<file path="src/design/dispatcher_params.svh">
// constants for the reader command dispatcher
`ifndef DISPATCHER_PARAMS_SVH
`define DISPATCHER_PARAMS_SVH
`define OFS_OPERATION   12'h000
`define OFS_BIT_FRAMING 12'h004
`define OFS_FIFO_DATA   12'h008
`define OFS_ERROR       12'h00c
`define OFS_STATUS      12'h010
`define OFS_SELF_TEST   12'h014
`define OP_IDLE         4'h0
`define OP_MEM          4'h1
`define OP_RANDOM       4'h2
`define OP_CRC          4'h3
`define OP_TRANSMIT     4'h4
`define OP_KEEP         4'h7
`define OP_RECEIVE      4'h8
`define OP_TRANSCEIVE   4'hc
`define OP_AUTH         4'he
`define OP_SOFT_RESET   4'hf
`define SELF_TEST_ON    4'h9
`define MEM_BYTES       25
`define RANDOM_BYTES    10
`define AUTH_ARG_BYTES  12
`define SLEEP_BIT       4
`define START_SEND_BIT  7
`define ERR_WRITE_BIT   0
`define COUNT_LSB       16
`endif

</file>
<file path="src/design/dispatcher_pkg.sv">
// types shared by the reader command dispatcher
package dispatcher_pkg;

  typedef enum logic [9:0] {
    ST_IDLE     = 10'h001,
    ST_MEM_IN   = 10'h002,
    ST_MEM_OUT  = 10'h004,
    ST_RANDOM   = 10'h008,
    ST_CRC      = 10'h010,
    ST_TX       = 10'h020,
    ST_RX       = 10'h040,
    ST_TRX_WAIT = 10'h080,
    ST_AUTH     = 10'h100,
    ST_SRST     = 10'h200
  } state_t;

  typedef struct packed {
    logic tx;
    logic crc;
    logic self_test;
    logic rx;
    logic auth;
    logic auth_start;
  } engine_ctrl_t;

  typedef struct packed {
    logic       valid;
    logic [7:0] data;
  } byte_in_t;

endpackage : dispatcher_pkg

</file>
<file path="src/design/reader_command_dispatcher.sv">
// reader command dispatcher: operation state machine, fifo, apb registers
`timescale 1ns/100ps
`include "dispatcher_params.svh"
module reader_command_dispatcher #(
  parameter int FIFO_DEPTH = 64,
  parameter int BUF_BYTES  = 25
) (
  input  wire logic                     core_clk_in,
  input  wire logic                     nrst_in,
  input  wire logic                     psel_in,
  input  wire logic                     penable_in,
  input  wire logic                     pwrite_in,
  input  wire logic [11:0]              paddr_in,
  input  wire logic [31:0]              pwdata_in,
  output logic                          pready_out,
  output logic [31:0]                   prdata_out,
  output logic                          pslverr_out,
  output logic [7:0]                    stream_data_out,
  output logic                          stream_valid_out,
  input  wire logic                     stream_ready_in,
  input  wire dispatcher_pkg::byte_in_t rx_byte_in,
  input  wire logic                     rx_end_in,
  input  wire logic                     auth_done_in,
  input  wire logic [7:0]               random_byte_in,
  output dispatcher_pkg::engine_ctrl_t  engine_ctrl_out,
  output logic                          sleep_request_out
);

  localparam int AW = $clog2(FIFO_DEPTH);
  localparam int CW = $clog2(FIFO_DEPTH + 1);

  generate
    if (FIFO_DEPTH < 2 || (FIFO_DEPTH & (FIFO_DEPTH - 1)) != 0 ||
        BUF_BYTES < `MEM_BYTES || BUF_BYTES > 32) begin : g_bad_params
      $error("fifo depth must be a power of two, buffer 25..32 bytes");
    end
  endgenerate

  dispatcher_pkg::state_t state_q;
  dispatcher_pkg::state_t state_d;
  logic [3:0]    op_code_q;
  logic          sleep_q;
  logic          start_send_q;
  logic          wr_err_q;
  logic [3:0]    self_test_q;
  logic [4:0]    cnt_q;
  logic          ack_q;
  logic [31:0]   prdata_q;
  logic          slverr_q;
  logic          auth_start_q;
  logic [7:0]    fifo_mem_q [FIFO_DEPTH];
  logic [AW-1:0] wr_ptr_q;
  logic [AW-1:0] rd_ptr_q;
  logic [CW-1:0] count_q;
  logic [7:0]    buf_mem_q [BUF_BYTES];

  // apb decode
  wire sel_op   = paddr_in == `OFS_OPERATION;
  wire sel_frm  = paddr_in == `OFS_BIT_FRAMING;
  wire sel_data = paddr_in == `OFS_FIFO_DATA;
  wire sel_err  = paddr_in == `OFS_ERROR;
  wire sel_stat = paddr_in == `OFS_STATUS;
  wire sel_st   = paddr_in == `OFS_SELF_TEST;
  wire mapped   = sel_op | sel_frm | sel_data | sel_err | sel_stat | sel_st;

  // state decode
  wire st_idle  = state_q == dispatcher_pkg::ST_IDLE;
  wire st_mem_i = state_q == dispatcher_pkg::ST_MEM_IN;
  wire st_mem_o = state_q == dispatcher_pkg::ST_MEM_OUT;
  wire st_rand  = state_q == dispatcher_pkg::ST_RANDOM;
  wire st_crc   = state_q == dispatcher_pkg::ST_CRC;
  wire st_tx    = state_q == dispatcher_pkg::ST_TX;
  wire st_rx    = state_q == dispatcher_pkg::ST_RX;
  wire st_wait  = state_q == dispatcher_pkg::ST_TRX_WAIT;
  wire st_auth  = state_q == dispatcher_pkg::ST_AUTH;
  wire st_srst  = state_q == dispatcher_pkg::ST_SRST;

  wire self_test_on = self_test_q == `SELF_TEST_ON;
  wire transceive   = op_code_q == `OP_TRANSCEIVE;
  wire fifo_empty   = count_q == '0;
  wire fifo_full    = count_q == CW'(FIFO_DEPTH);
  wire auth_args    = st_auth & (cnt_q < 5'(`AUTH_ARG_BYTES));
  wire [7:0] head   = fifo_mem_q[rd_ptr_q];

  // engine side of the fifo
  wire stream_ok = st_tx | (st_crc & ~self_test_on) | auth_args;
  assign stream_valid_out = stream_ok & ~fifo_empty;
  assign stream_data_out  = head;
  wire stream_pop = stream_valid_out & stream_ready_in;
  wire mem_pop    = st_mem_i & ~fifo_empty;
  wire mem_push   = st_mem_o & ~fifo_full;
  wire rx_push    = rx_byte_in.valid & (st_rx | (st_crc & self_test_on)) & ~fifo_full;
  wire eng_pop    = stream_pop | mem_pop;
  wire eng_push   = mem_push | rx_push;
  wire [7:0] eng_data = st_mem_o ? buf_mem_q[cnt_q] : rx_byte_in.data;

  // apb access: fifo data port waits while the engine owns the fifo this cycle
  wire conflict = sel_data & (eng_pop | eng_push);
  wire acc      = psel_in & penable_in & ~ack_q & ~conflict;
  wire wr       = acc & pwrite_in;
  wire rd       = acc & ~pwrite_in;
  wire wr_op    = wr & sel_op;
  wire [3:0] new_code = pwdata_in[3:0];
  wire start_op = wr_op & (new_code != `OP_KEEP);
  wire blocked_hit = acc & sel_data & st_auth;
  wire apb_push = wr & sel_data & ~st_auth & ~fifo_full;
  wire apb_pop  = rd & sel_data & ~st_auth & ~fifo_empty;
  wire push     = eng_push | apb_push;
  wire pop      = eng_pop | apb_pop;
  wire [7:0] push_data = eng_push ? eng_data : pwdata_in[7:0];

  // operation completion
  wire mem_last  = cnt_q == 5'(`MEM_BYTES - 1);
  wire rand_last = cnt_q == 5'(`RANDOM_BYTES - 1);
  wire auth_last = cnt_q == 5'(`AUTH_ARG_BYTES - 1);
  wire go_tx     = st_wait & start_send_q;
  wire step      = mem_pop | mem_push | st_rand | (stream_pop & auth_args);

  function automatic dispatcher_pkg::state_t op_state(input logic [3:0] code,
                                                      input logic       empty);
    case (code)
      `OP_MEM:        op_state = empty ? dispatcher_pkg::ST_MEM_OUT
                                       : dispatcher_pkg::ST_MEM_IN;
      `OP_RANDOM:     op_state = dispatcher_pkg::ST_RANDOM;
      `OP_CRC:        op_state = dispatcher_pkg::ST_CRC;
      `OP_TRANSMIT:   op_state = dispatcher_pkg::ST_TX;
      `OP_RECEIVE:    op_state = dispatcher_pkg::ST_RX;
      `OP_TRANSCEIVE: op_state = dispatcher_pkg::ST_TRX_WAIT;
      `OP_AUTH:       op_state = dispatcher_pkg::ST_AUTH;
      `OP_SOFT_RESET: op_state = dispatcher_pkg::ST_SRST;
      default:        op_state = dispatcher_pkg::ST_IDLE;
    endcase
  endfunction : op_state

  logic done;
  always_comb begin
    state_d = state_q;
    done    = 1'b0;
    case (state_q)
      dispatcher_pkg::ST_IDLE: state_d = state_q;
      dispatcher_pkg::ST_MEM_IN: begin
        done = mem_pop & mem_last;
      end
      dispatcher_pkg::ST_MEM_OUT: begin
        done = mem_push & mem_last;
      end
      dispatcher_pkg::ST_RANDOM: begin
        done = rand_last;
      end
      dispatcher_pkg::ST_CRC: state_d = state_q;
      dispatcher_pkg::ST_TX: begin
        if (fifo_empty) begin
          if (transceive) begin
            state_d = dispatcher_pkg::ST_RX;
          end else begin
            done = 1'b1;
          end
        end
      end
      dispatcher_pkg::ST_RX: begin
        if (rx_end_in) begin
          if (transceive) begin
            state_d = dispatcher_pkg::ST_TRX_WAIT;
          end else begin
            done = 1'b1;
          end
        end
      end
      dispatcher_pkg::ST_TRX_WAIT: begin
        if (go_tx) begin
          state_d = dispatcher_pkg::ST_TX;
        end
      end
      dispatcher_pkg::ST_AUTH: begin
        done = ~auth_args & auth_done_in;
      end
      dispatcher_pkg::ST_SRST: done = 1'b1;
      default: done = 1'b1;
    endcase
    if (done) begin
      state_d = dispatcher_pkg::ST_IDLE;
    end
    // a fresh code wins over whatever was running, except in ST_SRST, where the soft reset returns to ST_IDLE
    if (start_op) begin
      state_d = op_state(new_code, fifo_empty);
    end
  end

  // control registers; soft reset returns them to reset values
  always_ff @(posedge core_clk_in or negedge nrst_in) begin
    if (!nrst_in) begin
      state_q   <= dispatcher_pkg::ST_IDLE;
      op_code_q <= `OP_IDLE;
      sleep_q   <= 1'b0;
      cnt_q     <= '0;
    end else if (st_srst) begin
      state_q   <= dispatcher_pkg::ST_IDLE;
      op_code_q <= `OP_IDLE;
      sleep_q   <= 1'b0;
      cnt_q     <= '0;
    end else begin
      state_q <= state_d;
      if (start_op) begin
        op_code_q <= new_code;
      end else if (done) begin
        op_code_q <= `OP_IDLE;
      end
      if (wr_op) begin
        sleep_q <= pwdata_in[`SLEEP_BIT];
      end
      if (start_op) begin
        cnt_q <= '0;
      end else if (step) begin
        cnt_q <= cnt_q + 5'h01;
      end
    end
  end

  always_ff @(posedge core_clk_in or negedge nrst_in) begin
    if (!nrst_in) begin
      start_send_q <= 1'b0;
      wr_err_q     <= 1'b0;
      self_test_q  <= `OP_IDLE;
      auth_start_q <= 1'b0;
    end else if (st_srst) begin
      start_send_q <= 1'b0;
      wr_err_q     <= 1'b0;
      self_test_q  <= `OP_IDLE;
      auth_start_q <= 1'b0;
    end else begin
      // host write beats the hardware clear
      if (wr & sel_frm) begin
        start_send_q <= pwdata_in[`START_SEND_BIT];
      end else if (go_tx) begin
        start_send_q <= 1'b0;
      end
      // set wins over write-one-to-clear
      if (blocked_hit) begin
        wr_err_q <= 1'b1;
      end else if (wr & sel_err & pwdata_in[`ERR_WRITE_BIT]) begin
        wr_err_q <= 1'b0;
      end
      if (wr & sel_st) begin
        self_test_q <= pwdata_in[3:0];
      end
      auth_start_q <= stream_pop & auth_args & auth_last;
    end
  end

  // fifo pointers; a new operation leaves them alone, except soft reset, which clears them
  always_ff @(posedge core_clk_in or negedge nrst_in) begin
    if (!nrst_in) begin
      wr_ptr_q <= '0;
      rd_ptr_q <= '0;
      count_q  <= '0;
    end else if (st_srst) begin
      wr_ptr_q <= '0;
      rd_ptr_q <= '0;
      count_q  <= '0;
    end else begin
      if (push) begin
        wr_ptr_q <= wr_ptr_q + AW'(1);
      end
      if (pop) begin
        rd_ptr_q <= rd_ptr_q + AW'(1);
      end
      count_q <= count_q + CW'(push) - CW'(pop);
    end
  end

  // storage arrays carry no reset; the buffer survives soft reset
  always_ff @(posedge core_clk_in) begin
    if (push) begin
      fifo_mem_q[wr_ptr_q] <= push_data;
    end
    if (mem_pop) begin
      buf_mem_q[cnt_q] <= head;
    end else if (st_rand) begin
      buf_mem_q[cnt_q] <= random_byte_in;
    end
  end

  // register read data
  wire [31:0] rd_op   = 32'(op_code_q) | (32'(sleep_q) << `SLEEP_BIT);
  wire [31:0] rd_frm  = 32'(start_send_q) << `START_SEND_BIT;
  wire [31:0] rd_data = (st_auth | fifo_empty) ? 32'h0 : 32'(head);
  wire [31:0] rd_err  = 32'(wr_err_q) << `ERR_WRITE_BIT;
  wire [31:0] rd_stat = (32'(count_q) << `COUNT_LSB) | 32'(state_q);
  wire [31:0] rd_st   = 32'(self_test_q);
  wire [31:0] rd_val  = sel_op   ? rd_op   :
                        sel_frm  ? rd_frm  :
                        sel_data ? rd_data :
                        sel_err  ? rd_err  :
                        sel_stat ? rd_stat :
                        sel_st   ? rd_st   : 32'h0;

  always_ff @(posedge core_clk_in or negedge nrst_in) begin
    if (!nrst_in) begin
      ack_q    <= 1'b0;
      prdata_q <= 32'h0;
      slverr_q <= 1'b0;
    end else begin
      ack_q    <= acc;
      slverr_q <= acc & ~mapped;
      if (rd) begin
        prdata_q <= rd_val;
      end
    end
  end

  assign pready_out  = ack_q;
  assign prdata_out  = prdata_q;
  assign pslverr_out = ack_q & slverr_q;

  assign engine_ctrl_out.tx         = st_tx;
  assign engine_ctrl_out.crc        = st_crc & ~self_test_on;
  assign engine_ctrl_out.self_test  = st_crc & self_test_on;
  assign engine_ctrl_out.rx         = st_rx;
  assign engine_ctrl_out.auth       = st_auth & ~auth_args;
  assign engine_ctrl_out.auth_start = auth_start_q;
  assign sleep_request_out          = sleep_q;
endmodule : reader_command_dispatcher

</file>
<file path="config.mk">
export PLATFORM = sky130hd
export DESIGN_NAME = reader_command_dispatcher
export DESIGN_NICKNAME = d
export VERILOG_FILES = /design/src/design/dispatcher_pkg.sv /design/src/design/reader_command_dispatcher.sv
export VERILOG_INCLUDE_DIRS = /design/src /design/src/design
export SDC_FILE = /design/constraint.sdc
export NUM_CORES = 1
export LEC_CHECK = 0
export BUFFER_PORTS_ARGS = -buffer_cell sky130_fd_sc_hd__buf_4
export CAP_MARGIN = 20
export CELL_PAD_IN_SITES_DETAIL_PLACEMENT = 1
export CELL_PAD_IN_SITES_GLOBAL_PLACEMENT = 1
export CORE_MARGIN = 5
export CORE_UTILIZATION = 25
export DETAILED_ROUTE_END_ITERATION = 10
export PLACE_DENSITY_LB_ADDON = 0.1
export SETUP_SLACK_MARGIN = 0.05
export SYNTH_ARGS = -nofsm -noshare
export SYNTH_HDL_FRONTEND = slang
export SYNTH_SLANG_ARGS = --single-unit
</file>
<file path="constraint.sdc">
create_clock -name core_clk_in -period 8.75 [get_ports core_clk_in]
set_input_delay 1.75 -clock core_clk_in [delete_from_list [all_inputs] [get_ports core_clk_in]]
set_output_delay 1.75 -clock core_clk_in [all_outputs]
set_load 0.005 [all_outputs]
</file>
After elaboration in Yosys (flattened, before gate mapping)
Memory sizes are Yosys's and may differ from the RTL's.
Index checks and enable logic that the tools add are counted.
Word-level totals
  memories: 2
  RAM bits: 712
  output and inout port bits: 50
  logic and storage cells: 191
  register bits after elaboration: 80
Memory list
  fifo_mem_q: words 64, bits a word 8, read ports 1, clocked after Yosys merged registers in 0, write ports 1, line reader_command_dispatcher.sv:51  | logic [7:0] fifo_mem_q [FIFO_DEPTH];
  buf_mem_q: words 25, bits a word 8, read ports 1, clocked after Yosys merged registers in 0, write ports 1, line reader_command_dispatcher.sv:55  | logic [7:0] buf_mem_q [BUF_BYTES];
Operators by class
  add/sub/neg operators: 5
  equal/unequal tests: 35
  mux-type cells: 54
  order comparisons: 1
  reduce and logical (&&, ||, !) cells: 13
  bitwise operators: 67
Operators by type and width (number)
  23-bit two-way mux: 5
  10-bit two-way mux: 8
  10-bit one-hot mux with 8 select lines: 1
  1-bit bitwise AND: 38
  8-bit two-way mux: 4
  10-bit one-hot mux with 3 select lines: 1
  12-bit by 4-bit == test with 1-bit output, second input constant: 2
  12-bit by 5-bit == test with 1-bit output, second input constant: 2
  4-bit == test, second input constant: 6
  4-bit two-way mux: 6
  6-bit two-way mux: 4
  23-bit by 10-bit bitwise OR with 23-bit output: 1
  5-bit by 1-bit != test with 1-bit output, second input constant: 4
  1-bit two-way mux: 19
  1-bit bitwise OR: 18
  5-bit two-way mux: 3
  6-bit by 1-bit adder with 6-bit output, second input constant: 2
  12-bit by 3-bit == test with 1-bit output, second input constant: 1
  12-bit zero test: 1
  3-bit nonzero test: 4
  10-bit by 1-bit == test with 1-bit output, second input constant: 1
  10-bit == test, second input constant: 1
  10-bit by 2-bit == test with 1-bit output, second input constant: 1
  10-bit by 3-bit == test with 1-bit output, second input constant: 1
  other kinds (28): 41

Depth between registers and ports, before layout
  depth after elaboration: 20
  mapped depth: 21
  depth with buffers taken out: 19

Worst setup path before layout
OpenSTA, ideal clock, no wires.
  path kind: input to register
  start point: input rx_byte_in[8] in the netlist's numbering
  end point: memory fifo_mem_q[0][3] (data pin)
  data required time: 8.048 ns
  path buffers: 1
  stages: 4
  slack: 3.218 ns
  arrival time: 4.830 ns
  path through: o21a_1 > o21ai_1 > clkbuf_1 > o21ai_0
On the way
  word-level cells in the longest chain between the ends: 4
Ends and longest elaborated chain
  start, declared: line reader_command_dispatcher.sv:21  | input wire dispatcher_pkg::byte_in_t rx_byte_in,
  1-bit bitwise AND (2 in a row): line reader_command_dispatcher.sv:92  | wire rx_push = rx_byte_in.valid & (st_rx | (st_crc & self_test_on)) & ~fifo_full;
  1-bit bitwise OR: line reader_command_dispatcher.sv:94  | wire eng_push = mem_push | rx_push;
  8-bit two-way mux: line reader_command_dispatcher.sv:110  | wire [7:0] push_data = eng_push ? eng_data : pwdata_in[7:0];
  via push_data[3]: line reader_command_dispatcher.sv:110
  end, declared: line reader_command_dispatcher.sv:51
The timed path passes the listed nets, and every way through them passes these cells.

Worst setup path after layout
  start point: register rd_ptr_q[1]
  end point: output stream_data_out[1]
On the way
  word-level cells in the longest chain between the ends: 1
Ends and longest elaborated chain
  start, declared: line reader_command_dispatcher.sv:53  | logic [AW-1:0] rd_ptr_q;
  start signal, assigned: line reader_command_dispatcher.sv:265  | rd_ptr_q <= rd_ptr_q + AW'(1);
  memory read 64 x 8 bit
  end, declared: line reader_command_dispatcher.sv:18  | output logic [7:0] stream_data_out,
Every way passes these cells.

==> flow_summary.toml <==
[synth]
mappedNetlistArea_um2 = 32100
async_flop_share_pct = 8.37
synth_seq_cells = 777
yosysSeqAreaShare_pct = 71.7
synthFlopType = "edfxtp_1"
synth_area_per_cell_um2 = 18.1
synth_edf_count = 712
yosys_warnings = 0
netlist_instances = 1778
synth_cell_types = 85

[global_routing]
grt_usage_pct = 14.1
first_global_vias = 18400
antenna_found_initial = 2
grt_max_degree = 66
grt.overflow.total = 0
grt_pass1_wl_um = 139000

[cts]
cts_hold_buf = 0
post-cts-setup-buffers = 0
numCtsBuffers = 93
root_buffer = "clkbuf_16"
clk_pin_slew_worst_paths_ps = 60
cts_resized = 0
cts_sinks = 777
htree_levels = 3
cts_buffer_depth = 3
tritoncts = "built"
worstSkewPairLatency_ps = 690

[worst_hold_path]
hold_path_depth = 2
min-delay-start = "prdata_out[6]$_DFFE_PN0P_"
hold_path_end = "prdata_out[6]$_DFFE_PN0P_"
hp-class = "reg -> reg"

[setup_path]
critPathLaunchType = "flop"
worst-path-buf-inv = 2
reg2reg_from = "state_q[5]$_DFFE_PN0P_"
r2r-end = "count_q[6]$_DFF_PN0_"
cp_num_cells = 6
r2r_cells = 18
reg2reg_slack_ps = 3840
path_cells = "buf_4 -> mux4_2 -> mux4_2 -> o21ai_1 -> nand2_1 -> buf_4"
endpoint_kind = "output port"
cp_slowest_cell = "dfrtp_4"
cp_slowest_stage_delay_ps = 940
cp_top_family = "flip-flops"
critPathArrivalTime_ps = 4440
crit_fanout = 46
worstPathRequired_ps = 7000
criticalPathCategory = "reg -> out"

[sta]
finalSetupViolCount = 0
fin_crit_ps = 6190
post-route-period-util_pct = 70.7
final-hold-violation-count = 0
max_freq_mhz = 162
skew_ps = 66.0
tightest_slew_ps = 1020
relSlewSlack_pct = 32.0
rsz0062_at_grt = "no"
slew_violations = 0
tns_ps = 0
whs_ps = 518

[place]
gp_congestion = 0.727
place_hpwl_um = 60500
port_buffers = 79

[floorplan]
core_area_um2 = 128000
die_y_um = 368
start_util_pct = 25.2
die_width_um = 368
rows = 131
ios = 119
dieArea_um2 = 136000

[detailed_routing]
wl_per_cell_um = 26.6
vias = 16800
drtAntennaViolNets = 0
drtIter0Drc = 941
wl_um = 96200
drt-pass1-iter-count = 5
drc = 0
viasPerCell = 4.65

[power_and_ir_drop]
p_leak_nw = 11.7
p_per_area_nw_per_um2 = 219
ir_drop_mv = 0.135

[cells_and_area]
multi_input_area_um2 = 8500
drive_gt1_share_pct = 25.2
final_net_count = 1962
fillers = 13100
area_delta_synth_final_pct = 17.3
regArea_um2 = 23000

[flow_run]
maxCapViolCount = 0

[outcome]
status = "completed"
worst reg2reg max path, cell delays in order (launching register included):
cell and delay (ps):
dfrtp_1 540, nor4_2 550, and4b_1 260, buf_4 270, a211oi_1 140, o31ai_1 700
nand2_1 330, ha_1 370, inv_1 50, ha_1 190, inv_1 80, fa_1 210
inv_1 60, a21oi_1 140, nor2_1 70, o21ai_0 230, a21oi_1 120, or3_1 360
a21oi_1 150
cell usage after synthesis (4+ instances only):
| library cell | instances | area [um2] |
|---|---|---|
| ha_1 | 15 | 188 |
| edfxtp_1 | 712 | 21400 |
| nor4_2 | 4 | 50.1 |
| nor3_1 | 17 | 85.1 |
| o31ai_1 | 11 | 82.6 |
| nand2_1 | 74 | 278 |
| nor4_1 | 11 | 68.8 |
| nor2_1 | 132 | 495 |
| a211oi_1 | 22 | 165 |
| nor2b_1 | 12 | 75.1 |
| a221o_1 | 4 | 40.0 |
| xor2_1 | 9 | 78.8 |
| mux2_2 | 18 | 203 |
| nand4_1 | 4 | 25.0 |
| nor2_2 | 10 | 62.6 |
| a31oi_1 | 6 | 37.5 |
| o22ai_1 | 7 | 43.8 |
| mux2i_1 | 52 | 521 |
| and2_1 | 6 | 37.5 |
| or4_1 | 4 | 30.0 |
| nand3_1 | 18 | 90.1 |
| a221oi_1 | 6 | 52.6 |
| o2111ai_1 | 7 | 61.3 |
| a22oi_1 | 12 | 90.1 |
| dfrtp_1 | 64 | 1600 |
| buf_4 | 30 | 225 |
| xnor2_1 | 10 | 87.6 |
| o221ai_1 | 6 | 52.6 |
| a22o_1 | 7 | 61.3 |
| and4_1 | 5 | 43.8 |
| inv_1 | 29 | 109 |
| mux4_2 | 176 | 3960 |
| o2bb2ai_1 | 4 | 35.0 |
| nand3b_1 | 4 | 30.0 |
| nand2b_1 | 7 | 43.8 |
| buf_2 | 29 | 145 |
| a21oi_1 | 31 | 155 |
| clkbuf_1 | 56 | 210 |
| buf_6 | 5 | 56.3 |
| o21ai_0 | 54 | 270 |
| or3_1 | 8 | 50.1 |
| buf_1 | 9 | 33.8 |
registers in the layout, indices dropped and copies added, names as in the netlist:
| register | cells |
|---|---|
| fifo_mem_q | 512 |
| buf_mem_q | 200 |
| prdata_out | 17 |
| state_q | 10 |
| count_q | 7 |
| rd_ptr_q | 6 |
| wr_ptr_q | 6 |
| cnt_q | 5 |
| op_code_q | 4 |
| self_test_q | 4 |
| auth_start_q | 1 |
| pready_out | 1 |
| sleep_request_out | 1 |
| slverr_q | 1 |
| start_send_q | 1 |
| wr_err_q | 1 |
kinds of logic after synthesis:
logic type / Yosys count / share of synthesized area (%)
DFF: 777 / 71.7
and+or+nand+nor: 349 / 5.55
muxes: 246 / 14.6
AOI/OAI and AO/OA: 211 / 4.59
buffers and inverters: 159 / 2.44
xor gates and xnor gates: 19 / 0.518
adders and majority gates: 16 / 0.647
other: 1 / 0.0117
layout make-up:
cell class              instances  area share (%)
multi-input cells             856            22.6
diodes                          1         0.00664
inverters                      30           0.299
clock inverters                52            1.41
well taps                    1662            5.52
flip-flops and latches        777            61.1
clock buffers                 121            6.60
repair buffers                119            2.47
where the power goes:
group	switching [W]	leakage (nW)	total, W	internal (W)
logic	0.000192	3.01	0.000316	0.000124
registers	0.0000422	7.26	0.00410	0.00406
clock network	0.00160	1.46	0.00382	0.00222
cells in the final DEF (no fill, tap or decap), types with 17 or more instances in the layout:
master / netlist / routed
buf_4: 30 / 115
nand3_1: 18 / 18
mux4_2: 176 / 176
mux2_2: 18 / 18
clkbuf_1: 56 / 25
dfrtp_1: 64 / 59
a21oi_1: 31 / 31
o21ai_0: 54 / 49
nand2_1: 74 / 74
inv_1: 29 / 29
nor2_1: 132 / 132
a211oi_1: 22 / 22
clkinv_1: 0 / 19
clkbuf_16: 0 / 95
nor3_1: 17 / 17
edfxtp_1: 712 / 712
mux2i_1: 52 / 52
per-stage QoR:
| step | utilization (%) | total power, W | instance area (um2) | instances | worst slack (ps) |
|---|---|---|---|---|---|
| floorplan | - | 0.00438 | 32200 | 1792 | 3220 |
| global placement | 27.1 | 0.00450 | 34600 | 3442 | 2560 |
| detailed placement | 27.2 | 0.00450 | 34600 | 3443 | 2480 |
| CTS | 29.5 | 0.00839 | 37600 | 3616 | 2360 |
| global route | 29.5 | 0.00855 | 37700 | 3617 | 2290 |
| finish | 29.5 | 0.00823 | 37700 | 3618 | 2560 |
worst max path at each step:
stage | startpoint | to | slack [ps]
finish | rd_ptr_q[1]$_DFFE_PN0P_ | stream_data_out[1] | 2560
floorplan | rx_byte_in[8] | fifo_mem_q[0][3]$_DFFE_PP_ | 3220
CTS | rd_ptr_q[1]$_DFFE_PN0P_ | stream_data_out[1] | 2360
global placement | paddr_in[9] | count_q[6]$_DFF_PN0_ | 2560
detailed placement | paddr_in[9] | count_q[6]$_DFF_PN0_ | 2480
global route | rd_ptr_q[1]$_DFFE_PN0P_ | stream_data_out[1] | 2290
per-layer routing:
layer / share of wire, % / track usage (%)
met5: 0 / 0
met4: 2.6 / 4.29
met3: 4.0 / 2.48
met2: 47 / 22.9
met1: 46 / 19.4
(Power assumes the default switching activity.)
